`src/verilog/dbs_map.svh`:
```
// Timing figures and counts for the bank state tracker
//
// Notes on behaviour
// - Precharge holds bank until tRP, then idle
// - Auto-precharge access ends idle after tRP
// - Activate holds bank until tRCD, then active
// - Refresh busy until tRFC, then all idle
// - Mode access busy until tMRD, then idle
// - Precharge all busy until tRP, banks idle
// - Active and idle defined by met timings
// - Read auto-precharge starts at earliest precharge
// - Write auto-precharge starts after write recovery
// - Access period lasts until precharge period
// - Other banks accept commands during auto-precharge
// - Deselect and NOP let operations continue
// - Commands decoded from strobes at clock edge
`ifndef DBS_MAP_SVH
`define DBS_MAP_SVH

// ----------------------------------------------------------------------
// Clock and timing
// ----------------------------------------------------------------------
`define DBS_CLK_PS 5000
`define DBS_T_RP_PS 15000
`define DBS_T_RCD_PS 15000
`define DBS_T_RFC_PS 127500
`define DBS_T_WR_PS 15000
`define DBS_T_WTR_PS 7500
`define DBS_T_MRD_CK 2
`define DBS_WTR_MIN_CK 2
`define DBS_CL 5
`define DBS_BL 8
`define DBS_CEIL_CK(ps) (((ps) + `DBS_CLK_PS - 1) / `DBS_CLK_PS)

`endif

```
`src/verilog/dbs_pkg.sv`:
```
// Types and derived cycle counts for the bank state tracker
`include "dbs_map.svh"

package dbs_pkg;

  // ----------------------------------------------------------------------
  // Cycle counts
  // ----------------------------------------------------------------------
  localparam logic [7:0] RP_CK = 8'(`DBS_CEIL_CK(`DBS_T_RP_PS));
  localparam logic [7:0] RCD_CK = 8'(`DBS_CEIL_CK(`DBS_T_RCD_PS));
  localparam logic [7:0] RFC_CK = 8'(`DBS_CEIL_CK(`DBS_T_RFC_PS));
  localparam logic [7:0] WR_CK = 8'(`DBS_CEIL_CK(`DBS_T_WR_PS));
  localparam logic [7:0] MRD_CK = 8'(`DBS_T_MRD_CK);
  localparam logic [7:0] WTR_CK =
    (`DBS_CEIL_CK(`DBS_T_WTR_PS) > `DBS_WTR_MIN_CK) ?
    8'(`DBS_CEIL_CK(`DBS_T_WTR_PS)) : 8'(`DBS_WTR_MIN_CK);
  localparam logic [7:0] BL2_CK = 8'(`DBS_BL / 2);
  localparam logic [7:0] WL_CK = 8'(`DBS_CL - 1);
  localparam logic [7:0] WBURST_CK = WL_CK + BL2_CK;
  localparam logic [7:0] WAP_CK = WL_CK + BL2_CK + WR_CK;
  localparam logic [7:0] RD_TO_WR_CK = BL2_CK + 8'h02;
  localparam logic [7:0] WR_TO_RD_CK = WL_CK + BL2_CK + WTR_CK;

  // ----------------------------------------------------------------------
  // Types
  // ----------------------------------------------------------------------
  typedef enum logic [2:0] {
    C_NOP = 3'h0, C_ACT = 3'h1, C_RD = 3'h2, C_WR = 3'h3,
    C_PRE = 3'h4, C_REF = 3'h5, C_LMR = 3'h6, C_RSV = 3'h7
  } dbs_cmd_t;

  typedef enum logic [7:0] {
    BS_IDLE = 8'h01, BS_ACTV = 8'h02, BS_ROW = 8'h04, BS_RD = 8'h08,
    BS_WR = 8'h10, BS_RDAP = 8'h20, BS_WRAP = 8'h40, BS_PRE = 8'h80
  } dbs_bank_st_t;

  typedef enum logic [3:0] {
    M_NORM = 4'h1, M_REF = 4'h2, M_MRS = 4'h4, M_PALL = 4'h8
  } dbs_mode_t;

  typedef struct packed {
    logic cke_prev;
    logic valid;
    dbs_cmd_t cmd;
    logic [2:0] ba;
    logic a10;
  } dbs_dec_t;

  typedef struct packed {
    dbs_bank_st_t st;
    logic [7:0] cnt;
  } dbs_bank_t;

  typedef struct packed {
    logic [8:0] pin_s1;
    logic [8:0] pin_s2;
    dbs_mode_t mode;
    logic [7:0] cnt;
    logic [7:0] rd_block;
    logic [7:0] wr_block;
    logic [63:0] bank_state;
    logic all_idle;
    logic dev_busy;
    logic illegal;
  } dbs_top_t;

endpackage

```
`src/verilog/dbs_cmd_if.sv`:
```
// Decoded command carrier between decoder, banks and tracker
`timescale 1ns/10ps
`default_nettype none

interface dbs_cmd_if;
  import dbs_pkg::*;
  logic valid;
  dbs_cmd_t cmd;
  logic [2:0] ba;
  logic a10;
  modport src (output valid, output cmd, output ba, output a10);
  modport snk (input valid, input cmd, input ba, input a10);
endinterface // dbs_cmd_if

`default_nettype wire

```
`src/verilog/dbs_bank_tracker.sv`:
```
// Top: pin sync, eight banks, device-wide states, legality checking
`timescale 1ns/10ps
`default_nettype none

module dbs_bank_tracker import dbs_pkg::*; (
  input wire logic sys_clk_i,
  input wire logic rst_n_i,
  input wire logic ce_i,
  input wire logic cke_i,
  input wire logic cs_n_i,
  input wire logic ras_n_i,
  input wire logic cas_n_i,
  input wire logic we_n_i,
  input wire logic [2:0] ba_i,
  input wire logic a10_i,
  output logic [63:0] bank_state_o,
  output logic all_idle_o,
  output logic dev_busy_o,
  output logic cmd_illegal_o
);

  localparam int RP_D = 3;
  localparam int RP_D_MAX = 5;

  dbs_top_t r_reg;
  dbs_top_t r_next;
  dbs_bank_st_t bank_st [8];
  dbs_bank_st_t tgt_st;
  logic banks_idle;
  logic pall_ok;
  logic exe;
  logic bad;

  dbs_cmd_if cmd_if ();

  // ----------------------------------------------------------------------
  // Decoder and banks
  // ----------------------------------------------------------------------
  dbs_cmd_decode u_dec (
    .sys_clk_i (sys_clk_i),
    .rst_n_i (rst_n_i),
    .ce_i (ce_i),
    .cke_i (r_reg.pin_s2[8]),
    .cs_n_i (r_reg.pin_s2[7]),
    .ras_n_i (r_reg.pin_s2[6]),
    .cas_n_i (r_reg.pin_s2[5]),
    .we_n_i (r_reg.pin_s2[4]),
    .ba_i (r_reg.pin_s2[3:1]),
    .a10_i (r_reg.pin_s2[0]),
    .cmd_o (cmd_if.src)
  );

  for (genvar g = 0; g < 8; g++) begin : g_bank
    dbs_bank_fsm #(
      .BANK_ID (3'(g))
    ) u_bank (
      .sys_clk_i (sys_clk_i),
      .rst_n_i (rst_n_i),
      .ce_i (ce_i),
      .cmd_i (cmd_if.snk),
      .state_o (bank_st[g])
    );
  end

  // Larger of a pending hold and a new one
  function automatic logic [7:0] hold(logic [7:0] cur, logic [7:0] req);
    hold = (req > cur) ? req : cur;
  endfunction

  // ----------------------------------------------------------------------
  // Legality
  // ----------------------------------------------------------------------
  always_comb begin
    banks_idle = 1'b1;
    pall_ok = 1'b1;
    for (int i = 0; i < 8; i++) begin
      if (bank_st[i] != BS_IDLE) begin
        banks_idle = 1'b0;
      end
      // Mid-activation and auto-precharge banks cannot take precharge
      if (bank_st[i] == BS_ACTV || bank_st[i] == BS_RDAP ||
          bank_st[i] == BS_WRAP) begin
        pall_ok = 1'b0;
      end
    end
    tgt_st = bank_st[cmd_if.ba];
    exe = cmd_if.valid;
    bad = 1'b0;
    if (exe) begin
      if (r_reg.mode != M_NORM) begin
        bad = 1'b1;
      end else begin
        unique case (cmd_if.cmd)
          C_REF, C_LMR: begin
            bad = !banks_idle || (r_reg.rd_block != 8'h00) ||
                  (r_reg.wr_block != 8'h00);
          end
          C_ACT: bad = (tgt_st != BS_IDLE);
          C_RD: begin
            bad = !(tgt_st == BS_ROW || tgt_st == BS_RD ||
                    tgt_st == BS_WR) ||
                  (r_reg.rd_block != 8'h00);
          end
          C_WR: begin
            bad = !(tgt_st == BS_ROW || tgt_st == BS_RD ||
                    tgt_st == BS_WR) ||
                  (r_reg.wr_block != 8'h00);
          end
          C_PRE: begin
            if (cmd_if.a10) begin
              bad = !pall_ok;
            end else begin
              bad = (tgt_st == BS_ACTV || tgt_st == BS_RDAP ||
                     tgt_st == BS_WRAP);
            end
          end
          C_RSV: bad = 1'b1;
          C_NOP: bad = 1'b0;
        endcase
      end
    end
  end

  // ----------------------------------------------------------------------
  // Next state
  // ----------------------------------------------------------------------
  always_comb begin
    r_next = r_reg;
    r_next.pin_s1 = {cke_i, cs_n_i, ras_n_i, cas_n_i, we_n_i, ba_i, a10_i};
    r_next.pin_s2 = r_reg.pin_s1;
    if (r_reg.cnt != 8'h00) begin
      r_next.cnt = r_reg.cnt - 8'h01;
    end
    if (r_reg.rd_block != 8'h00) begin
      r_next.rd_block = r_reg.rd_block - 8'h01;
    end
    if (r_reg.wr_block != 8'h00) begin
      r_next.wr_block = r_reg.wr_block - 8'h01;
    end
    // Cross-bank turnaround holds; banks themselves stay open to others
    if (exe && cmd_if.cmd == C_RD) begin
      r_next.rd_block = hold(r_next.rd_block, BL2_CK - 8'h01);
      r_next.wr_block = hold(r_next.wr_block,
                             RD_TO_WR_CK - 8'h01);
    end
    if (exe && cmd_if.cmd == C_WR) begin
      r_next.rd_block = hold(r_next.rd_block,
                             WR_TO_RD_CK - 8'h01);
      r_next.wr_block = hold(r_next.wr_block, BL2_CK - 8'h01);
    end
    unique case (r_reg.mode)
      M_NORM: begin
        if (exe && !bad) begin
          if (cmd_if.cmd == C_REF) begin
            r_next.mode = M_REF;
            r_next.cnt = RFC_CK - 8'h01;
          end else if (cmd_if.cmd == C_LMR) begin
            r_next.mode = M_MRS;
            r_next.cnt = MRD_CK - 8'h01;
          end else if (cmd_if.cmd == C_PRE && cmd_if.a10) begin
            r_next.mode = M_PALL;
            r_next.cnt = RP_CK - 8'h01;
          end
        end
      end
      M_REF, M_MRS, M_PALL: begin
        // Deselect and NOP simply let the count run
        if (r_reg.cnt == 8'h00) begin
          r_next.mode = M_NORM;
        end
      end
      default: begin
        r_next.mode = M_NORM;
        r_next.cnt = 8'h00;
      end
    endcase
    for (int i = 0; i < 8; i++) begin
      r_next.bank_state[8*i +: 8] = bank_st[i];
    end
    r_next.all_idle = (r_reg.mode == M_NORM) && banks_idle;
    r_next.dev_busy = (r_reg.mode != M_NORM);
    r_next.illegal = exe && bad;
  end

  always_ff @(posedge sys_clk_i) begin
    if (!rst_n_i) begin
      r_reg <= '{pin_s1: 9'h1ff, pin_s2: 9'h1ff, mode: M_NORM,
                 cnt: 8'h00, rd_block: 8'h00, wr_block: 8'h00,
                 bank_state: {8{8'h01}}, all_idle: 1'b0,
                 dev_busy: 1'b0, illegal: 1'b0};
    end else if (ce_i) begin
      r_reg <= r_next;
    end
  end

  assign bank_state_o = r_reg.bank_state;
  assign all_idle_o = r_reg.all_idle;
  assign dev_busy_o = r_reg.dev_busy;
  assign cmd_illegal_o = r_reg.illegal;

  // ----------------------------------------------------------------------
  // Checks
  // ----------------------------------------------------------------------
  ref_rfc_load_a:
  assert property (@(posedge sys_clk_i) disable iff (!rst_n_i)
    (ce_i && r_reg.mode == M_NORM && exe && !bad && cmd_if.cmd == C_REF)
    |=> (r_reg.mode == M_REF && r_reg.cnt == RFC_CK - 8'h01))
    else $error("refresh did not start its busy period");

  mrs_return_a:
  assert property (@(posedge sys_clk_i) disable iff (!rst_n_i)
    (ce_i && r_reg.mode == M_MRS && r_reg.cnt == 8'h00)
    |=> (r_reg.mode == M_NORM))
    else $error("mode access did not end after its time");

  pall_idle_a:
  assert property (@(posedge sys_clk_i) disable iff (!rst_n_i)
    (ce_i && r_reg.mode == M_NORM && exe && !bad &&
     cmd_if.cmd == C_PRE && cmd_if.a10)
    ##1 (ce_i && !exe) [*4]
    |-> ##[RP_D:RP_D_MAX] (r_reg.mode == M_NORM && banks_idle))
    else $error("banks not idle after precharge all");

  busy_illegal_a:
  assert property (@(posedge sys_clk_i) disable iff (!rst_n_i)
    (ce_i && r_reg.mode != M_NORM && exe) |=> cmd_illegal_o)
    else $error("command during busy state not flagged");

  read_wr_hold_a:
  assert property (@(posedge sys_clk_i) disable iff (!rst_n_i)
    (ce_i && exe && cmd_if.cmd == C_RD)
    |=> (r_reg.wr_block >= RD_TO_WR_CK - 8'h01))
    else $error("read did not hold off writes");

  write_rd_hold_a:
  assert property (@(posedge sys_clk_i) disable iff (!rst_n_i)
    (ce_i && exe && cmd_if.cmd == C_WR)
    |=> (r_reg.rd_block >= WR_TO_RD_CK - 8'h01))
    else $error("write did not hold off reads");

  idle_out_a:
  assert property (@(posedge sys_clk_i) disable iff (!rst_n_i)
    (ce_i && r_reg.mode == M_NORM && banks_idle) |=> all_idle_o)
    else $error("all idle output missing");

  lm_busy_a:
  assert property (@(posedge sys_clk_i) disable iff (!rst_n_i)
    (ce_i && exe && cmd_if.cmd == C_LMR && !banks_idle)
    |=> (cmd_illegal_o && r_reg.mode != M_MRS))
    else $error("mode load with open bank accepted");

endmodule // dbs_bank_tracker

`default_nettype wire

```
`src/verilog/dbs_cmd_decode.sv`:
```
// Command decoder from synchronised strobes
`timescale 1ns/10ps
`default_nettype none

module dbs_cmd_decode import dbs_pkg::*; (
  input wire logic sys_clk_i,
  input wire logic rst_n_i,
  input wire logic ce_i,
  input wire logic cke_i,
  input wire logic cs_n_i,
  input wire logic ras_n_i,
  input wire logic cas_n_i,
  input wire logic we_n_i,
  input wire logic [2:0] ba_i,
  input wire logic a10_i,
  dbs_cmd_if.src cmd_o
);

  dbs_dec_t r_reg;
  dbs_dec_t r_next;

  always_comb begin
    r_next = r_reg;
    r_next.cke_prev = cke_i;
    r_next.cmd = C_NOP;
    r_next.ba = ba_i;
    r_next.a10 = a10_i;
    // Chip select high or NOP yields no command
    if (r_reg.cke_prev && cke_i && !cs_n_i) begin
      unique case ({ras_n_i, cas_n_i, we_n_i})
        3'b011: r_next.cmd = C_ACT;
        3'b101: r_next.cmd = C_RD;
        3'b100: r_next.cmd = C_WR;
        3'b010: r_next.cmd = C_PRE;
        3'b001: r_next.cmd = C_REF;
        3'b000: r_next.cmd = C_LMR;
        3'b110: r_next.cmd = C_RSV;
        3'b111: r_next.cmd = C_NOP;
      endcase
    end
    r_next.valid = (r_next.cmd != C_NOP);
  end

  always_ff @(posedge sys_clk_i) begin
    if (!rst_n_i) begin
      r_reg <= '{cke_prev: 1'b0, valid: 1'b0, cmd: C_NOP, ba: 3'h0,
                 a10: 1'b0};
    end else if (ce_i) begin
      r_reg <= r_next;
    end
  end

  assign cmd_o.valid = r_reg.valid;
  assign cmd_o.cmd = r_reg.cmd;
  assign cmd_o.ba = r_reg.ba;
  assign cmd_o.a10 = r_reg.a10;

endmodule // dbs_cmd_decode

`default_nettype wire

```
`src/verilog/dbs_bank_fsm.sv`:
```
// One bank's state register and timing down-counter
`timescale 1ns/10ps
`default_nettype none

module dbs_bank_fsm import dbs_pkg::*; #(
  parameter logic [2:0] BANK_ID = 3'h0
) (
  input wire logic sys_clk_i,
  input wire logic rst_n_i,
  input wire logic ce_i,
  dbs_cmd_if.snk cmd_i,
  output dbs_bank_st_t state_o
);

  dbs_bank_t r_reg;
  dbs_bank_t r_next;
  logic hit;
  logic pre_all;

  // Column or precharge command to an open row
  function automatic dbs_bank_t issue(dbs_cmd_t c, logic ap);
    issue.st = BS_PRE;
    issue.cnt = RP_CK - 8'h01;
    if (c == C_RD) begin
      issue.st = ap ? BS_RDAP : BS_RD;
      issue.cnt = BL2_CK - 8'h01;
    end else if (c == C_WR) begin
      issue.st = ap ? BS_WRAP : BS_WR;
      issue.cnt = ap ? (WAP_CK - 8'h01) : (WBURST_CK - 8'h01);
    end
  endfunction

  assign hit = cmd_i.valid && (cmd_i.ba == BANK_ID);
  assign pre_all = cmd_i.valid && (cmd_i.cmd == C_PRE) && cmd_i.a10;

  always_comb begin
    r_next = r_reg;
    if (r_reg.cnt != 8'h00) begin
      r_next.cnt = r_reg.cnt - 8'h01;
    end
    unique case (r_reg.st)
      BS_IDLE: begin
        if (hit && cmd_i.cmd == C_ACT) begin
          r_next = '{st: BS_ACTV, cnt: RCD_CK - 8'h01};
        end
      end
      BS_ACTV: begin
        if (r_reg.cnt == 8'h00) begin
          r_next.st = BS_ROW;
        end
      end
      BS_ROW, BS_RD, BS_WR: begin
        if (hit && (cmd_i.cmd == C_RD || cmd_i.cmd == C_WR ||
                    cmd_i.cmd == C_PRE)) begin
          r_next = issue(cmd_i.cmd, cmd_i.a10);
        end else if (r_reg.st != BS_ROW && r_reg.cnt == 8'h00) begin
          r_next.st = BS_ROW;
        end
      end
      BS_RDAP, BS_WRAP: begin
        if (r_reg.cnt == 8'h00) begin
          r_next = '{st: BS_PRE, cnt: RP_CK - 8'h01};
        end
      end
      BS_PRE: begin
        if (hit && cmd_i.cmd == C_PRE) begin
          r_next.cnt = RP_CK - 8'h01; // Last precharge sets the period
        end else if (r_reg.cnt == 8'h00) begin
          r_next.st = BS_IDLE;
        end
      end
      default: r_next = '{st: BS_IDLE, cnt: 8'h00};
    endcase
    // Precharge all overrides any open or opening row
    if (pre_all && r_reg.st != BS_IDLE) begin
      r_next = '{st: BS_PRE, cnt: RP_CK - 8'h01};
    end
  end

  always_ff @(posedge sys_clk_i) begin
    if (!rst_n_i) begin
      r_reg <= '{st: BS_IDLE, cnt: 8'h00};
    end else if (ce_i) begin
      r_reg <= r_next;
    end
  end

  assign state_o = r_reg.st;

  // ----------------------------------------------------------------------
  // Checks
  // ----------------------------------------------------------------------
  act_rcd_load_a:
  assert property (@(posedge sys_clk_i) disable iff (!rst_n_i)
    (ce_i && r_reg.st == BS_IDLE && hit && cmd_i.cmd == C_ACT)
    |=> (r_reg.st == BS_ACTV && r_reg.cnt == RCD_CK - 8'h01))
    else $error("activate did not load row-to-column count");

  rdap_prech_a:
  assert property (@(posedge sys_clk_i) disable iff (!rst_n_i)
    (ce_i && r_reg.st == BS_RDAP && r_reg.cnt == 8'h00)
    |=> (r_reg.st == BS_PRE && r_reg.cnt == RP_CK - 8'h01))
    else $error("read auto precharge did not enter precharge");

  prech_idle_a:
  assert property (@(posedge sys_clk_i) disable iff (!rst_n_i)
    (ce_i && r_reg.st == BS_PRE && r_reg.cnt == 8'h00 &&
     !(hit && cmd_i.cmd == C_PRE) && !pre_all)
    |=> (r_reg.st == BS_IDLE))
    else $error("bank not idle after precharge time");

endmodule // dbs_bank_fsm

`default_nettype wire

```
`config.mk`:
```
export PLATFORM = sky130hd
export DESIGN_NAME = dbs_bank_tracker
export DESIGN_NICKNAME = d
export VERILOG_FILES = /design/src/verilog/dbs_pkg.sv /design/src/verilog/dbs_cmd_if.sv /design/src/verilog/dbs_bank_tracker.sv /design/src/verilog/dbs_cmd_decode.sv /design/src/verilog/dbs_bank_fsm.sv
export VERILOG_INCLUDE_DIRS = /design/src /design/src/verilog
export SDC_FILE = /design/constraint.sdc
export NUM_CORES = 1
export LEC_CHECK = 0
export CAP_MARGIN = 10
export CORE_MARGIN = 1.5
export CORE_UTILIZATION = 50
export CTS_CLUSTER_DIAMETER = 100
export DETAILED_ROUTE_END_ITERATION = 10
export DONT_BUFFER_PORTS = 1
export PLACE_DENSITY = 0.68
export SYNTH_ARGS = -nofsm -noshare
export SYNTH_HDL_FRONTEND = slang
export SYNTH_HIERARCHICAL = 1
export SYNTH_SLANG_ARGS = --single-unit
```
`constraint.sdc`:
```
create_clock -name sys_clk_i -period 5.7 [get_ports sys_clk_i]
set_clock_uncertainty 0.15 [all_clocks]
set_input_delay 0.57 -clock sys_clk_i [delete_from_list [all_inputs] [get_ports sys_clk_i]]
set_output_delay 0.57 -clock sys_clk_i [all_outputs]
set_load 0.03 [all_outputs]
```
* Yosys cells after proc, flatten, opt, wreduce, memory -nomap -nowiden
Memories as Yosys holds them, arrays and structs flattened. A register that Yosys moved wholly into a read port is not among the register bits.
Cells that the tools add are included.
** Storage, ports and cells
- Bits of input ports :: 12
- Bits in read-only memories :: 24
- Logic and storage cells :: 496
- Memories :: 1
- Output and inout bits :: 67
- Flip-flop bits (word level) :: 250
** Operators by class
- Reductions and logical operators :: 139
- Eq/ne operators :: 157
- Add/sub/neg operators :: 11
- Bitwise logic cells :: 1
- Magnitude comparators :: 5
- Muxes and demuxes :: 151
** Memories
- (no name shown) :: depth 8, bits a word 3, rd ports 1, clocked after Yosys merged registers in 1, wr ports 0, RTL line dbs_cmd_decode.sv:30 : unique case ({ras_n_i, cas_n_i, we_n_i})
** Operator list (count)
- case mux 8 bit (5 select lines) :: 16
- 2-to-1 mux 8 bit :: 73
- 2-to-1 mux 16 bit :: 28
- inequality test 3 x 1 -> 1 bit, second input constant :: 32
- nonzero test 8 bit :: 11
- subtractor 8 x 1 -> 8 bit, second input constant :: 11
- == test 8 x 2 -> 1 bit, second input constant :: 9
- == test 8 x 3 -> 1 bit, second input constant :: 9
- == test 8 x 4 -> 1 bit, second input constant :: 9
- == test 8 x 5 -> 1 bit, second input constant :: 9
- == test 8 x 6 -> 1 bit, second input constant :: 9
- == test 8 x 7 -> 1 bit, second input constant :: 9
- logical NOT 8 bit :: 9
- inequality test 8 x 1 -> 1 bit, second input constant :: 9
- == test 8 x 1 -> 1 bit, second input constant :: 8
- == test 8 bit, second input constant :: 8
- inequality test 8 x 3 -> 1 bit, second input constant :: 8
- logical AND 1 bit :: 58
- AND reduction 7 bit :: 8
- 2-to-1 mux 12 bit :: 4
- inequality test 4 x 1 -> 1 bit, second input constant :: 9
- OR reduction 3 bit :: 9
- logical OR 1 bit :: 26
- binary-select mux 8 bit (select 3 bit) :: 1
- other kinds (28) :: 82

* Longest topological paths before layout
- Depth after elaboration :: 20
- Mapped depth :: 12
- Gate-level depth less buffers :: 10

* Hierarchy
Netlist, hierarchy kept.
** Modules (own cells, without submodules)
- dbs_bank_tracker :: area an instance 6487.5 um^2, cells an instance 724, sequential area each 2262.2 um^2, instances 1
- dbs_bank_fsm at g_bank[1].u_bank ... :: area an instance 1340.0 um^2, cells an instance 178, sequential area each 320.3 um^2, instances 3
- dbs_bank_fsm at g_bank[5].u_bank ... :: area an instance 1406.3 um^2, cells an instance 178, sequential area each 320.3 um^2, instances 2
- dbs_bank_fsm at g_bank[7].u_bank :: area an instance 1417.6 um^2, cells an instance 176, sequential area each 320.3 um^2, instances 1
- dbs_bank_fsm at g_bank[3].u_bank :: area an instance 1345.0 um^2, cells an instance 180, sequential area each 320.3 um^2, instances 1
- dbs_bank_fsm at g_bank[0].u_bank :: area an instance 1340.0 um^2, cells an instance 172, sequential area each 320.3 um^2, instances 1
- dbs_cmd_decode :: area an instance 435.4 um^2, cells an instance 43, sequential area each 180.2 um^2, instances 1

* Least setup slack after synthesis
Ideal clock, no wire load.
- Kind :: flip-flop to flip-flop
- Start :: register u_dec.r_reg, in the netlist u_dec/cmd_o.ba[0]
- End :: register r_reg[87] in the netlist's numbering
- Library setup time :: 139 ps
- Buffers on the path :: 4
- Clock period less this slack :: 3311 ps
- Setup slack :: 2389 ps
- Arrival time :: 3022 ps
- Data required time :: 5411 ps
- Stages on the path, launching flop included :: 13
- Cell sequence :: dfxtp_1 > buf_4 > buf_6 > buf_12 > mux4_1 > mux2i_4 > xor2_1 > or3_1 > o2111a_2 > or3b_4 > buf_6 > o311ai_0 > o311ai_1
** Between the ends
- Cells in the longest elaborated chain, start to end :: 16
- Elaborated cells on any way between the ends :: 26
- Those cells by class :: 7 x eq/ne; 9 x mux; 1 x bitwise; 9 x reduce/logical
** Ends and longest elaborated chain
- from (decl) :: RTL line dbs_cmd_decode.sv:19 : dbs_dec_t r_reg;
- from (signal assigned) :: RTL line dbs_cmd_decode.sv:46 : r_reg <= '{cke_prev: 1'b0, valid: 1'b0, cmd: C_NOP, ba: 3'h0,
- from (signal assigned) :: RTL line dbs_cmd_decode.sv:49 : r_reg <= r_next;
- NOT 3 -> 4 bit (not written as such) * :: RTL line dbs_bank_tracker.sv:86 : tgt_st = bank_st[cmd_if.ba];
- binary-select mux 8 bit (select 3 bit) * :: RTL line dbs_bank_tracker.sv:86
- 2-to-1 mux 8 bit (not written as such) * (2 in series) :: RTL line dbs_bank_tracker.sv:86
- == test 8 x 3 -> 1 bit or == test 8 x 4 -> 1 bit (tied branches) :: RTL line dbs_bank_tracker.sv:100, dbs_bank_tracker.sv:105
- logical OR 1 bit (2 in series) :: RTL line dbs_bank_tracker.sv:100, dbs_bank_tracker.sv:105
- logical NOT 1 bit :: RTL line dbs_bank_tracker.sv:100, dbs_bank_tracker.sv:105
- logical OR 1 bit (on tied branches) :: RTL line dbs_bank_tracker.sv:106, dbs_bank_tracker.sv:101
- case mux 1 bit (7 select lines) * :: RTL line dbs_bank_tracker.sv:93 : unique case (cmd_if.cmd)
- 2-to-1 mux 1 bit * :: RTL line dbs_bank_tracker.sv:90 : if (r_reg.mode != M_NORM) begin
- 2-to-1 mux 1 bit * :: RTL line dbs_bank_tracker.sv:89 : if (exe) begin
- logical NOT 1 bit * :: RTL line dbs_bank_tracker.sv:153 : if (exe && !bad) begin
- logical AND 1 bit * :: RTL line dbs_bank_tracker.sv:153
- 2-to-1 mux 12 bit * :: RTL line dbs_bank_tracker.sv:153
- case mux 8 bit (2 select lines) * :: RTL line dbs_bank_tracker.sv:151 : unique case (r_reg.mode)
- to (signal assigned) :: RTL line dbs_bank_tracker.sv:187 : r_reg <= '{pin_s1: 9'h1ff, pin_s2: 9'h1ff, mode: M_NORM,
- to (signal assigned) :: RTL line dbs_bank_tracker.sv:192 : r_reg <= r_next;
- to (decl) :: RTL line dbs_bank_tracker.sv:25 : dbs_top_t r_reg;
Mark *: on every way between the ends. The rest lies on a longest branch, timed or not. The select of a mux whose other input is x is not followed.
A chain may end at the register's enable or synchronous reset.

* Worst setup path after layout
- Start :: register u_dec.r_reg, in the netlist u_dec/cmd_o.ba[0]
- End :: register r_reg[86] in the netlist's numbering
Same word-level chain as after synthesis.

==> flow_summary.json <==
{
  "crit_path_end_kind": "flip-flop",
  "vias": 16200,
  "criticalPathCategory": "flip-flop to flip-flop",
  "ir_drop_mv": 0.294,
  "relSlewSlack_pct": 21.6,
  "synth_top_cell_area_share_pct": 28.0,
  "synth_edf_count": 0,
  "yosysWarnings": 6,
  "gr-usage-all-layers_pct": 26.2,
  "ys_ff_latch": 250,
  "postSynthCellCount": 2185,
  "worstPathArrival_ps": 4270,
  "fin_crit_sh_pct": 70.1,
  "cts_root_buf": "clkbuf_16",
  "place.gp.congestion": 0.939,
  "powerDensity_mw_per_mm2": 420,
  "power_leakage_nw": 7.20,
  "min_path_type": "input pin to flip-flop",
  "cts_sinks": 250,
  "htreeDepth": 1,
  "hp-start": "rst_n_i",
  "report.final.slew_viol_count": 0,
  "post_cts_buffers": 0,
  "outcome": "finished clean",
  "cap_viol_max_count": 0,
  "n_antenna_cell": 0,
  "period_needed_ps": 3990,
  "final_common_cell": "dfxtp_1",
  "dieHeight_um": 192,
  "yosys-top-cells-area": "dfxtp_1 (28%), buf_4 (5.7%), mux2i_1 (5.7%), nand2_1 (4.4%), nor2_1 (3.8%)",
  "cp_max_fo": 26,
  "drc_errors": 0,
  "worst_pin_slew_ps": 1160,
  "die_area_mm2": 0.0369,
  "crit_path_max_incr_delay_ps": 1060,
  "grt_pass1_wl_um": 79400,
  "setup_ws_ps": 1710,
  "startpoint_type": "flip-flop",
  "ant_nets": 0,
  "ios": 79,
  "hpwl_um": 32200,
  "start_util_pct": 50.5,
  "r2r-start": "u_dec/cmd_o.ba[0]",
  "areaGrowthSynthToFinish_pct": 2.49,
  "mostFrequentLayoutCells": "dfxtp_1 (248), nand2_1 (207), nor2_1 (182)",
  "die_w_um": 192,
  "syn_area_per_cell_um2": 8.17,
  "wirelength_um": 49200,
  "final_nets": 2032,
  "ys_types": 121,
  "synth-seq-area-share_pct": 28.0,
  "synth_ff_type": "dfxtp_1",
  "netlist_area_mm2": 0.0179,
  "cts_buffer_depth": 3,
  "setup_viol": 0,
  "ctsHoldBuffers": 13,
  "yosysTopAreaCell": "dfxtp_1",
  "crit_required_ps": 5980,
  "startpoint": "u_dec/cmd_o.ba[0]",
  "synth_nets": 2219,
  "grt_max_degree": 214,
  "crit_chain": "mux4_1, mux2i_1, xor2_1, or3_1, o2111a_2, or3b_4, o311ai_0, o311ai_1",
  "port_buffers": 0,
  "cpLargestDelayFamily": "flip-flops",
  "overflow": 0,
  "pre_cts_ws_ps": 1800,
  "hold_viol": 0,
  "cts_repair_resize_count": 0,
  "fmax_mhz": 250,
  "cts_tree": "built",
  "setup_tns_ps": 0,
  "firstDrtPassIters": 7,
  "drive_above_1_share_pct": 8.90,
  "wire_per_inst_um": 19.8,
  "grt_pass1_vias": 15300,
  "rsz0062_at_grt": "no",
  "antenna_found_initial": 0,
  "core_mm2": 0.0354,
  "vias_per_cell": 6.54,
  "cts_buffers": 30,
  "clock_latency_ps": 570,
  "path_clk_slew_ps": 60,
  "drtIter0Drc": 1627,
  "critPathSlowestCell": "dfxtp_1",
  "rows": 69,
  "synthArstFlopShare_pct": 0,
  "path_buf_inv": 0
}
through the flow:
step           hold WS, ps  cells  total power, mW  area, µm²  util [%]
6_report              25.0   2483             7.68      18300      51.7
5_1_grt               7.59   2483             8.26      18300      51.7
4_1_cts              0.314   2483             7.69      18300      51.7
3_5_place_dp           309   2414             5.41      17000      48.0
3_3_place_gp           298   2414             5.32      17000      48.0
2_1_floorplan          288   2185             4.91      17900         -
report_power, final:
part	switching [mW]	total (mW)	internal, mW
registers	0.355	2.38	2.03
clock network	0.807	2.23	1.42
logic	1.72	3.07	1.35
cell families (layout without fill, tap and decap cells):
group           Yosys count  count (layout)  share of synthesized area, %
simple gates            897             897                          27.8
compound gates          518             518                          21.7
buf+inv                 329             166                          10.4
flops                   250             250                          28.0
mux                     122             122                          8.29
xor+xnor                 46              46                          2.26
fa+ha+maj                23              23                          1.60
area by class of cell:
class / instances / area (µm²)
Clock buffer: 37 / 848
Fill cell: 3323 / 17100
Inverter: 89 / 339
Timing Repair Buffer: 21 / 200
Multi-Input combinational cell: 1606 / 11000
Sequential cell: 250 / 5010
Tap cell: 461 / 577
Clock inverter: 19 / 327
layer usage:
metal  GRT usage [%]  wire, µm
met3            4.13      3740
met5               0         0
met4            9.87      1330
met1            34.6     21600
met2            43.0     22500
synthesized netlist by cell type, types with 25 or more instances:
cell,instances
dfxtp_1,250
o2111ai_1,27
mux2i_1,101
a31oi_1,27
nor4_1,28
o211ai_1,35
a21oi_1,64
xor2_1,31
clkbuf_1,68
or3_1,30
o21ai_0,92
or4_1,25
nand2_1,207
nor3_1,46
inv_1,84
buf_2,27
nor2_1,182
nor2b_1,41
nand3_1,120
buf_4,135
path summary, 6_finish.rpt:
kind / cells past startpoint / to / slack, ps
max: 8 / r_reg[86] / 1710
min: 2 / r_reg[68] / 20
max reg2reg: 8 / r_reg[86] / 1710
min reg2reg: 2 / g_bank[5].u_bank/r_reg[0] / 320
No activity file was read; power rests on OpenSTA's default activity.
